<file path="src/include/tcc_pkg.sv">
package tcc_pkg;

   // Register byte offsets inside the channel window
   localparam logic [7:0] OFS_CTRL = 8'h00;
   localparam logic [7:0] OFS_CONFIG = 8'h04;
   localparam logic [7:0] OFS_LOAD = 8'h08;
   localparam logic [7:0] OFS_UP_MATCH = 8'h0c;
   localparam logic [7:0] OFS_DOWN_MATCH = 8'h10;
   localparam logic [7:0] OFS_COUNT = 8'h14;
   localparam logic [7:0] OFS_STATUS = 8'h18;

   // Field positions of channel_control
   localparam int CTRL_MODE_LSB = 13;
   localparam int CTRL_SRC_LSB = 9;
   localparam int CTRL_AUX_LSB = 7;
   localparam int CTRL_ONCE_BIT = 6;
   localparam int CTRL_LENGTH_BIT = 5;
   localparam int CTRL_DIR_BIT = 4;
   localparam int CTRL_REINIT_BIT = 3;
   localparam int CTRL_FLAG_LSB = 0;

   // Field positions of the config and status words
   localparam int CFG_INVERT_BIT = 0;
   localparam int STAT_FLAG_BIT = 0;
   localparam int STAT_AUX_BIT = 1;
   localparam int STAT_TRIG_BIT = 2;
   localparam int STAT_ALT_BIT = 3;

   // Reset values
   localparam logic [15:0] CTRL_RST = 16'h0000;
   localparam logic [15:0] WORD16_RST = 16'h0000;

   // Clock and prescaler
   localparam int CLK_PERIOD_NS = 25;
   localparam int PRESC_W = 7;

   // Counting modes
   localparam logic [2:0] MODE_NONE = 3'h0;
   localparam logic [2:0] MODE_RISE = 3'h1;
   localparam logic [2:0] MODE_BOTH = 3'h2;
   localparam logic [2:0] MODE_GATED = 3'h3;
   localparam logic [2:0] MODE_QUAD = 3'h4;
   localparam logic [2:0] MODE_DIRSEC = 3'h5;
   localparam logic [2:0] MODE_TRIG = 3'h6;
   localparam logic [2:0] MODE_SYNC = 3'h7;

   // Output flag behaviours
   localparam logic [2:0] FLAG_ACTIVE = 3'h0;
   localparam logic [2:0] FLAG_CLEAR = 3'h1;
   localparam logic [2:0] FLAG_SET = 3'h2;
   localparam logic [2:0] FLAG_TOGGLE = 3'h3;
   localparam logic [2:0] FLAG_ALT = 3'h4;
   localparam logic [2:0] FLAG_SET_AUX = 3'h5;
   localparam logic [2:0] FLAG_SET_ROLL = 3'h6;
   localparam logic [2:0] FLAG_GATED_CLK = 3'h7;

   // Main source groups (upper two select bits)
   localparam logic [1:0] SRC_PIN = 2'h0;
   localparam logic [1:0] SRC_SIBLING = 2'h1;

   localparam logic [1:0] HTRANS_NONSEQ = 2'h2;

   typedef struct packed {
      logic [2:0] count_mode;
      logic [3:0] main_source_select;
      logic [1:0] aux_pin_select;
      logic once;
      logic length;
      logic dir;
      logic sibling_reinit_enable;
      logic [2:0] flag_mode;
   } tcc_ctrl_t;

   typedef struct packed {
      logic hsel;
      logic [31:0] haddr;
      logic [1:0] htrans;
      logic hwrite;
      logic [2:0] hsize;
      logic [31:0] hwdata;
      logic hready;
   } tcc_ahb_req_t;

   typedef struct packed {
      logic [31:0] hrdata;
      logic hreadyout;
      logic hresp;
   } tcc_ahb_rsp_t;

   typedef struct packed {
      tcc_ctrl_t ctrl;
      logic invert;
      logic [15:0] load;
      logic [15:0] up_match;
      logic [15:0] down_match;
      logic [15:0] count;
      logic flag;
      logic [PRESC_W-1:0] presc;
      logic main_q;
      logic aux_q;
      logic triggered;
      logic alt_sel;
      logic compare;
      logic rollover;
      logic wr_pend;
      logic [7:0] wr_addr;
      logic [31:0] rdata;
   } tcc_state_t;

   typedef struct packed {
      logic [3:0] stage1;
      logic [3:0] stage2;
   } tcc_sync_state_t;

endpackage : tcc_pkg
</file>
<file path="src/hdl/tcc_channel.sv">
// Behaviour
// - Length bit reloads from load value on compare; clear counts on to rollover.
// - Compare uses upward match counting up, downward match counting down.
// - Flag behaviour 4 alternates the compare target between both match values.
// - Direction bit set counts down, clear counts up; up after reset.
// - Sibling reinit bit lets another channel's compare reload this counter.
// - Mode 0 idles, mode 1 counts rising edges, mode 2 counts both edges.
// - Mode 3 counts rising edges only while the auxiliary input is high.
// - Mode 4 decodes main and auxiliary inputs as quadrature, up or down.
// - Mode 5 counts rising edges, down when auxiliary input is one.
// - Mode 6 starts counting on auxiliary edge, runs until a compare.
// - Mode 7 is synchronous up/down counting off a sibling channel output.
// - Single-edge modes count rising edges, or falling edges when inverted.
// - Undivided clock source counts every clock, inversion ignored.
// - Main select picks pins, channel outputs or clock prescaled 1 to 128.
// - Selecting the channel's own output as main source gives no counting.
// - Auxiliary select picks input pin 0 to 3.
// - Flag 0 shows activity; flag 7 drives a gated clock while active.
// - Flags 1, 2, 3 clear, set or toggle the output on each compare.
// - Flag 4 toggles the output on compares against alternating match values.
// - Flag 5 sets on compare, clears on aux edge; 6 clears on rollover.
//
// Chosen here: the register addresses and the AHB-Lite register port.
module tcc_channel
   import tcc_pkg::*;
#(
   parameter logic [1:0] CHANNEL_INDEX = 2'h0
)
(
   input wire logic hclk,
   input wire logic hresetn,
   input wire tcc_ahb_req_t ahb_req,
   output tcc_ahb_rsp_t ahb_rsp,
   input wire logic [3:0] count_pins,
   input wire logic [3:0] sibling_outputs,
   input wire logic [3:0] sibling_compare,
   output logic channel_output_flag,
   output logic compare_event,
   output logic rollover_event
);

   tcc_state_t st;
   tcc_state_t next_st;
   logic [3:0] pins_sync;

   // Combinational view of the counting path, also watched by the checks
   logic main_lvl;
   logic main_rise;
   logic main_fall;
   logic div1;
   logic own_src;
   logic aux_lvl;
   logic aux_edge;
   logic cnt_event;
   logic cnt_down;
   logic hit;
   logic reinit;
   logic addr_take;
   logic cnt_wr;
   logic [15:0] target;
   logic [2:0] div_sel;

   // External count pins come in asynchronously
   tcc_pin_sync u_sync (
      .hclk(hclk),
      .hresetn(hresetn),
      .pins_async(count_pins),
      .pins_sync(pins_sync)
   );

   // Read mux for the address phase
   function automatic logic [31:0] read_word(input tcc_state_t s, input logic [7:0] addr);
      logic [31:0] w;
      w = 32'h0000_0000;
      case (addr)
         OFS_CTRL: w = {16'h0000, s.ctrl};
         OFS_CONFIG: w[CFG_INVERT_BIT] = s.invert;
         OFS_LOAD: w = {16'h0000, s.load};
         OFS_UP_MATCH: w = {16'h0000, s.up_match};
         OFS_DOWN_MATCH: w = {16'h0000, s.down_match};
         OFS_COUNT: w = {16'h0000, s.count};
         OFS_STATUS: begin
            w[STAT_FLAG_BIT] = s.flag;
            w[STAT_AUX_BIT] = s.aux_q;
            w[STAT_TRIG_BIT] = s.triggered;
            w[STAT_ALT_BIT] = s.alt_sel;
         end
         default: w = 32'h0000_0000;
      endcase
      return w;
   endfunction : read_word

   // Main source selection and edge detection
   always_comb begin
      div_sel = st.ctrl.main_source_select[2:0];
      div1 = 1'b0;
      main_lvl = 1'b0;
      case (st.ctrl.main_source_select[3:2])
         SRC_PIN: main_lvl = pins_sync[st.ctrl.main_source_select[1:0]];
         SRC_SIBLING: main_lvl = sibling_outputs[st.ctrl.main_source_select[1:0]];
         default: begin
            if (div_sel == 3'h0) begin
               div1 = 1'b1;
            end else begin
               main_lvl = st.presc[3'(div_sel - 3'h1)];
            end
         end
      endcase
      main_lvl = main_lvl ^ st.invert;
      main_rise = main_lvl & ~st.main_q;
      main_fall = ~main_lvl & st.main_q;
      if (div1) begin
         main_rise = 1'b1;
         main_fall = 1'b0;
      end
      own_src = (st.ctrl.main_source_select == {SRC_SIBLING, CHANNEL_INDEX});
      aux_lvl = pins_sync[st.ctrl.aux_pin_select] ^ st.invert;
      aux_edge = aux_lvl & ~st.aux_q;
   end

   // Counting mode decode
   always_comb begin
      cnt_event = 1'b0;
      cnt_down = st.ctrl.dir;
      case (st.ctrl.count_mode)
         MODE_NONE: cnt_event = 1'b0;
         MODE_RISE: cnt_event = main_rise;
         MODE_BOTH: cnt_event = main_rise | main_fall;
         MODE_GATED: cnt_event = main_rise & aux_lvl;
         MODE_QUAD: begin
            cnt_event = (main_lvl ^ st.main_q) ^ (aux_lvl ^ st.aux_q);
            if (main_lvl ^ st.main_q) begin
               cnt_down = (main_lvl == aux_lvl);
            end else begin
               cnt_down = (main_lvl != aux_lvl);
            end
         end
         MODE_DIRSEC: begin
            cnt_event = main_rise;
            cnt_down = aux_lvl;
         end
         MODE_TRIG: cnt_event = main_rise & st.triggered;
         MODE_SYNC: cnt_event = main_rise & (st.ctrl.main_source_select[3:2] == SRC_SIBLING);
         default: cnt_event = 1'b0;
      endcase
      if (own_src) begin
         cnt_event = 1'b0;
      end
   end

   // Compare target, compare hit and sibling reload request
   always_comb begin
      if (st.ctrl.flag_mode == FLAG_ALT) begin
         target = st.alt_sel ? st.down_match : st.up_match;
      end else begin
         target = cnt_down ? st.down_match : st.up_match;
      end
      hit = cnt_event & (st.count == target);
      reinit = st.ctrl.sibling_reinit_enable & (|(sibling_compare & ~(4'h1 << CHANNEL_INDEX)));
      addr_take = ahb_req.hsel & ahb_req.htrans[1] & ahb_req.hready;
      cnt_wr = st.wr_pend & (st.wr_addr == OFS_COUNT);
   end

   // Next state of counter, flag and bus slave
   always_comb begin
      next_st = st;
      next_st.compare = hit;
      next_st.rollover = 1'b0;
      next_st.presc = st.presc + 7'h01;
      next_st.main_q = main_lvl;
      next_st.aux_q = aux_lvl;
      // Counter
      if (reinit) begin
         next_st.count = st.load;
      end else if (cnt_event) begin
         if (hit && st.ctrl.length) begin
            next_st.count = st.load;
         end else if (cnt_down) begin
            next_st.count = st.count - 16'h0001;
            next_st.rollover = (st.count == 16'h0000);
         end else begin
            next_st.count = st.count + 16'h0001;
            next_st.rollover = (st.count == 16'hffff);
         end
      end
      // Alternating compare target
      if (hit && st.ctrl.flag_mode == FLAG_ALT) begin
         next_st.alt_sel = ~st.alt_sel;
      end
      // Trigger latch; a new auxiliary edge wins over the compare that ends a run
      if (st.ctrl.count_mode != MODE_TRIG) begin
         next_st.triggered = 1'b0;
      end else if (aux_edge) begin
         next_st.triggered = 1'b1;
      end else if (hit) begin
         next_st.triggered = 1'b0;
      end
      // Output flag
      case (st.ctrl.flag_mode)
         FLAG_ACTIVE: next_st.flag = (st.ctrl.count_mode != MODE_NONE);
         FLAG_CLEAR: next_st.flag = hit ? 1'b0 : st.flag;
         FLAG_SET: next_st.flag = hit ? 1'b1 : st.flag;
         FLAG_TOGGLE: next_st.flag = st.flag ^ hit;
         FLAG_ALT: next_st.flag = st.flag ^ hit;
         FLAG_SET_AUX: begin
            if (hit) begin
               next_st.flag = 1'b1;
            end else if (aux_edge) begin
               next_st.flag = 1'b0;
            end
         end
         FLAG_SET_ROLL: begin
            if (hit) begin
               next_st.flag = 1'b1;
            end else if (next_st.rollover) begin
               next_st.flag = 1'b0;
            end
         end
         FLAG_GATED_CLK: next_st.flag = (st.ctrl.count_mode != MODE_NONE) & ~st.flag;
         default: next_st.flag = st.flag;
      endcase
      // Bus data phase: a write lands after the counting update and wins
      if (st.wr_pend) begin
         case (st.wr_addr)
            OFS_CTRL: next_st.ctrl = ahb_req.hwdata[15:0];
            OFS_CONFIG: next_st.invert = ahb_req.hwdata[CFG_INVERT_BIT];
            OFS_LOAD: next_st.load = ahb_req.hwdata[15:0];
            OFS_UP_MATCH: next_st.up_match = ahb_req.hwdata[15:0];
            OFS_DOWN_MATCH: next_st.down_match = ahb_req.hwdata[15:0];
            OFS_COUNT: next_st.count = ahb_req.hwdata[15:0];
            default: next_st.wr_pend = 1'b0;
         endcase
      end
      // Bus address phase
      next_st.wr_pend = addr_take & ahb_req.hwrite;
      if (addr_take) begin
         next_st.wr_addr = ahb_req.haddr[7:0];
         if (!ahb_req.hwrite) begin
            next_st.rdata = read_word(st, ahb_req.haddr[7:0]);
         end
      end
   end

   always_ff @(posedge hclk or negedge hresetn) begin
      if (!hresetn) begin
         st <= '0;
      end else begin
         st <= next_st;
      end
   end

   // Outputs
   assign ahb_rsp.hrdata = st.rdata;
   assign ahb_rsp.hreadyout = 1'b1;
   assign ahb_rsp.hresp = 1'b0;
   assign channel_output_flag = st.flag;
   assign compare_event = st.compare;
   assign rollover_event = st.rollover;
endmodule : tcc_channel

</file>
<file path="src/hdl/tcc_pin_sync.sv">
module tcc_pin_sync
   import tcc_pkg::*;
(
   input wire logic hclk,
   input wire logic hresetn,
   input wire logic [3:0] pins_async,
   output logic [3:0] pins_sync
);

   tcc_sync_state_t st;
   tcc_sync_state_t next_st;

   // Two flip-flops per pin; only the second stage leaves this module
   always_comb begin
      next_st = st;
      next_st.stage1 = pins_async;
      next_st.stage2 = st.stage1;
   end

   always_ff @(posedge hclk or negedge hresetn) begin
      if (!hresetn) begin
         st <= '0;
      end else begin
         st <= next_st;
      end
   end

   assign pins_sync = st.stage2;

endmodule : tcc_pin_sync

</file>
<file path="config.mk">
export PLATFORM = sky130hd
export DESIGN_NAME = tcc_channel
export DESIGN_NICKNAME = d
export VERILOG_FILES = /design/src/include/tcc_pkg.sv /design/src/hdl/tcc_channel.sv /design/src/hdl/tcc_pin_sync.sv
export SDC_FILE = /design/constraint.sdc
export NUM_CORES = 1
export LEC_CHECK = 0
export ABC_AREA = 1
export BUFFER_PORTS_ARGS = -buffer_cell sky130_fd_sc_hd__buf_2
export CAP_MARGIN = 10
export CORE_ASPECT_RATIO = 0.6
export CORE_UTILIZATION = 63
export DETAILED_ROUTE_END_ITERATION = 10
export PLACE_DENSITY = 0.9
export SKIP_CTS_REPAIR_TIMING = 1
export SYNTH_ARGS = -nofsm -noshare
export SYNTH_HDL_FRONTEND = slang
export SYNTH_SLANG_ARGS = --single-unit
</file>
<file path="constraint.sdc">
create_clock -name hclk -period 8.7 [get_ports hclk]
set_input_delay 1.305 -clock hclk [delete_from_list [all_inputs] [get_ports hclk]]
set_output_delay 1.305 -clock hclk [all_outputs]
set_load 0.02 [all_outputs]
</file>
; ---- Yosys cells after proc, flatten, opt, wreduce, memory -nomap -nowiden
; Cells that the tools add are included.
[op_classes]
n_mux = 43
n_eq_ne = 36
magnitude_cmp = 3
n_reduce_logical = 22
add_sub_neg = 4
bitwise_logic = 25
[ops]
columns = operator, n
row1 = two-way mux 16 bit, 9
row2 = one-hot mux 12 bit (5 select lines), 1
row3 = == test 8 x 5 -> 1 bit (second input constant), 5
row4 = == test 8 x 4 -> 1 bit (second input constant), 4
row5 = == test 3 bit (second input constant), 8
row6 = two-way mux 1 bit, 23
row7 = one-hot mux 1 bit (7 select lines), 3
row8 = one-hot mux 3 bit (6 select lines), 1
row9 = adder 16 x 1 -> 16 bit (second input constant), 1
row10 = == test 16 bit, 1
row11 = == test 16 bit (second input constant), 1
row12 = == test 8 x 3 -> 1 bit (second input constant), 2
row13 = zero test 16 bit, 1
row14 = zero test 8 bit, 2
row15 = subtractor 16 x 1 -> 16 bit (second input constant), 1
row16 = AND 1 bit, 12
row17 = == test 3 x 2 -> 1 bit (second input constant), 4
row18 = AND reduction 2 bit, 6
row19 = zero test 3 bit, 3
row20 = != test 3 bit (second input constant), 3
row21 = adder 7 x 1 -> 7 bit (second input constant), 1
row22 = binary-select mux 1 bit (select 2 bit), 3
row23 = == test 3 x 1 -> 1 bit (second input constant), 2
row24 = less-than comparator 2 x 3 -> 1 bit (second input constant), 2
row25 = other kinds (18), 34
[totals]
input_bits = 86
elab_cells = 159
ff_bits = 144
out_inout_bits = 37

; ---- Depth between registers and ports, before layout
[logic_depth]
ltp_word = 20
depth_mapped = 28
depth_no_buf = 28

; ---- Cells and area by module
; Synthesis repeated with hierarchy kept, for this count alone.
[unflattened]
cells_unflattened = 1142
hier_area_um2 = 8341.8
[by_module_without_submodules]
columns = mod, n_inst, area_per_inst_um2, cells_each, seq_area_each_um2
row1 = tcc_channel, 1, 8141.6, 1134, 3002.9
row2 = tcc_pin_sync, 1, 200.2, 8, 200.2

; ---- Worst setup path after synthesis
; Ideal clock, no wire load.
[synth_path]
path_type = input -> register
from = in sibling_outputs[1]
to = reg st[59] in the netlist's numbering
arrival_time_ns = 3.766
path_slack_ns = 4.860
stages = 22
setup_ns = 0.074
path_buffers = 1
required_ns = 8.626
path_cell_list = nand2_1 a21oi_1 o21ai_0 nand3_1 xor2_1 inv_1 ha_1 xnor2_1 o22ai_1 a31oi_1 a21boi_0 nand2_1 nor2_2 nand2_1 nor2_2 nand4_4 buf_6 nand2_1 nand3_1 nand2_1 nand2_1 a21oi_2
[synth_lines]
columns = item, line_no
row1 = start: declaration, tcc_channel.sv:35  ; input wire logic [3:0] sibling_outputs,
row2 = end signal: assignment, tcc_channel.sv:248  ; st <= next_st;
row3 = end: declaration, tcc_channel.sv:42  ; tcc_state_t st;

==> flow_summary.json <==
{
  "nets": 1285,
  "critical_path.startpoint_type": "register",
  "ys_async_sr_fraction": 1.000,
  "grt_pass1_wl_um": 40730,
  "ys_types": 52,
  "grt_overflow": 0,
  "ys_warn_count": 0,
  "setup_tns_ns": 0,
  "drive_above_1_share": 0.1327,
  "finalClockSkew_ns": 0.01273,
  "rsz0062_at_grt": "no",
  "drt_iter0_drc": 883,
  "drv_slew": 0,
  "clkLatencyLatePin_ns": 0.44,
  "antenna_found_initial": 2,
  "critPathArrivalTime_ns": 5.08,
  "worstSetupEndpointType": "register",
  "crit_path_max_fanout": 19,
  "worstSetupPathType": "reg -> reg",
  "h-tree-depth": 4,
  "area_growth_pct": 8.239,
  "die_h_um": 91.84,
  "slew_headroom": 0.2399,
  "status": "finished clean",
  "port_buffers": 59,
  "max_stage_delay_ns": 0.66,
  "hold_path_class": "reg -> reg",
  "fillCellCount": 1086,
  "cp_slowest_cell": "or2_1",
  "synth_largest_area_cell": "dfrtp_1",
  "p_leak_uw": 0.004897,
  "rows": 32,
  "worstPathRequired_ns": 9.06,
  "die_area_um2": 13930,
  "p_total_uw": 2367,
  "critical_path.top_delay_family": "simple AND/OR/NAND/NOR gates",
  "synth.area.top_cells": "dfrtp_1 38%, nand2_1 14%, o21ai_0 7.2%",
  "ys_ff_latch": 128,
  "vias": 8251,
  "vdd_drop_max_uv": 147.4,
  "firstDrtPassIters": 7,
  "worst_pin_slew_ns": 1.137,
  "clock-sinks": 128,
  "hold_viol": 0,
  "cts_tree": "built",
  "syn_area_um2": 8474,
  "synth_edf_count": 0,
  "crit_top_cell": "nand2_1",
  "root_buffer": "clkbuf_16",
  "crit_chain": "inv_2 -> nand3_1 -> nand2_2 -> or2_1 -> nand2_8 -> inv_4 -> ha_1 -> nand2_1 -> nor2_1 -> a211oi_1 -> o21ai_0 -> a21oi_1 -> o21bai_1 -> a21boi_0 -> o21ai_0 -> nand3_1 -> nand2_1 -> nand2_1 -> nand2_1 -> nand2_1 -> nand3_1 -> nand2_1 -> a21oi_1",
  "cts.clk_slew.worst_paths_ns": 0.07,
  "wirelength_um": 26190,
  "synth-seq-area-share": 0.3780,
  "grt_pass1_vias": 7561,
  "fin_util": 0.7071,
  "cts_buffer_depth": 2,
  "ios": 123,
  "finish.instance_area_um2": 9173,
  "core_area_um2": 12970,
  "postPlaceCellArea_um2": 8594,
  "initial_utilization": 0.6533,
  "place_congestion": 1.051,
  "postRouteAntennaNets": 0,
  "antenna_cells": 0,
  "drv_cap": 0,
  "cts_made_buffers": 17,
  "syn_inst": 1151,
  "avgSynthCellArea_um2": 7.363,
  "finalCriticalPeriod_ns": 4.721,
  "period_share": 0.5426,
  "avgRoutedWirePerCell_um": 19.24,
  "drc": 0,
  "setup_viol": 0,
  "grt_max_degree": 72,
  "power_density_nw_per_um2": 258.1,
  "hpwl_um": 18740,
  "die_w_um": 151.7,
  "max_freq_ghz": 0.2118,
  "synth_ff_type": "dfrtp_1",
  "synth_top_cell_area_share": 0.3780,
  "path_buf_inv": 2,
  "grt_use_total": 0.3939,
  "via_per_inst": 6.062
}
stage by stage:
| stage | cells | hold slack [ns] | worst slack (ns) |
|---|---|---|---|
| floorplan | 1167 | 0.3312 | 4.860 |
| global placement | 1329 | 0.3328 | 4.232 |
| detailed placement | 1329 | 0.3347 | 4.153 |
| CTS | 1361 | 0.3495 | 4.105 |
| global route | 1361 | 0.3654 | 3.691 |
| finish | 1361 | 0.3480 | 3.979 |
worst paths after layout:
| check | from | endpoint | slack, ns | cells after the start |
|---|---|---|---|---|
| max | st[134] | st[68] | 3.98 | 23 |
| min | u_sync.next_st[3] | u_sync.pins_sync[3] | 0.35 | 0 |
| max reg2reg | st[134] | st[68] | 3.98 | 23 |
| min reg2reg | u_sync.next_st[3] | u_sync.pins_sync[3] | 0.35 | 0 |
| max in group asynchronous | hresetn | st[110] | 6.55 | 2 |
| min in group asynchronous | hresetn | ahb_rsp[14] | 0.83 | 1 |
cells in the final DEF (no fill, tap or decap), types with 5 or more instances in the layout:
cell and instances:
o22ai_1 24, a211oi_1 10, dfrtp_1 128, buf_2 58
conb_1 18, inv_2 5, nand2_2 14, inv_1 121
xor2_1 11, nand3_1 86, ha_1 20, nor2_1 56
nand4_1 19, nor3_1 11, o21ai_0 122, nand2_1 311
nand3_2 12, mux2_2 5, xnor2_1 9, a21oi_1 61
buf_4 8, clkbuf_16 17
routing by layer:
| metal | vias to the layer above | GRT usage | part of all wire |
|---|---|---|---|
| met5 | - | 0 | 0 |
| met3 | 68 | 0.1274 | 0.14 |
| met2 | 625 | 0.5470 | 0.41 |
| li1 | 3817 | - | - |
| met1 | 3741 | 0.5730 | 0.43 |
| met4 | 0 | 0.1287 | 0.021 |
report_power, final:
group          internal, µW  switching, µW  leakage (µW)
clock                   401            314      0.000271
sequential              663           96.0       0.00134
combinational           312            581       0.00328
sequential cells by signal, summed over array words and instances, names as in the netlist:
name and count:
st 98, ahb_rsp 16, u_sync.next_st 4, u_sync.pins_sync 4, div_sel 3, channel_output_flag 1, compare_event 1, rollover_event 1
logic make-up (layout without fill, tap and decap cells):
family / Yosys count / in the layout / share of synthesized area
AND/OR/NAND/NOR: 528 / 528 / 0.2832
flip-flops: 128 / 128 / 0.3780
multiplexers: 5 / 5 / 0.006644
AO/OA/AOI/OAI: 243 / 243 / 0.1595
buffers and inverters: 204 / 228 / 0.1193
adder cells (fa/ha/maj): 21 / 21 / 0.03189
XOR/XNOR: 20 / 20 / 0.02067
other: 2 / 18 / 0.0008862
synthesized netlist by cell type (2+ instances only):
master	instances
o41ai_1	2
inv_1	121
nand3_2	12
conb_1	2
a211oi_1	10
o21ai_1	3
mux2_2	5
clkbuf_1	27
a21oi_1	61
buf_4	35
dlygate4sd1_1	2
o32a_1	3
inv_4	2
o21ai_0	122
nand2_2	14
dfrtp_1	128
a21oi_2	3
ha_1	20
or2_2	2
xor2_1	11
nand3_1	86
clkbuf_8	3
nand4_1	19
nor2_2	4
buf_6	6
o22ai_1	24
o31ai_1	2
o221ai_1	2
nor3_4	2
nand2_1	311
nor3_1	11
nor2_4	2
a21boi_0	3
inv_2	5
nand4_4	2
nor2_1	56
xnor2_1	9
o211ai_1	3
nor4_1	3
final cells by class:
cell class | instances | area [µm²] | area share
Clock buffer | 17 | 425.4 | 0.04638
Clock inverter | 15 | 152.6 | 0.01664
Inverter | 129 | 490.5 | 0.05347
Multi-Input combinational cell | 835 | 4327 | 0.4717
Sequential cell | 128 | 3203 | 0.3492
Tap cell | 170 | 212.7 | 0.02319
Timing Repair Buffer | 67 | 361.6 | 0.03942
(Power assumes the default switching activity.)
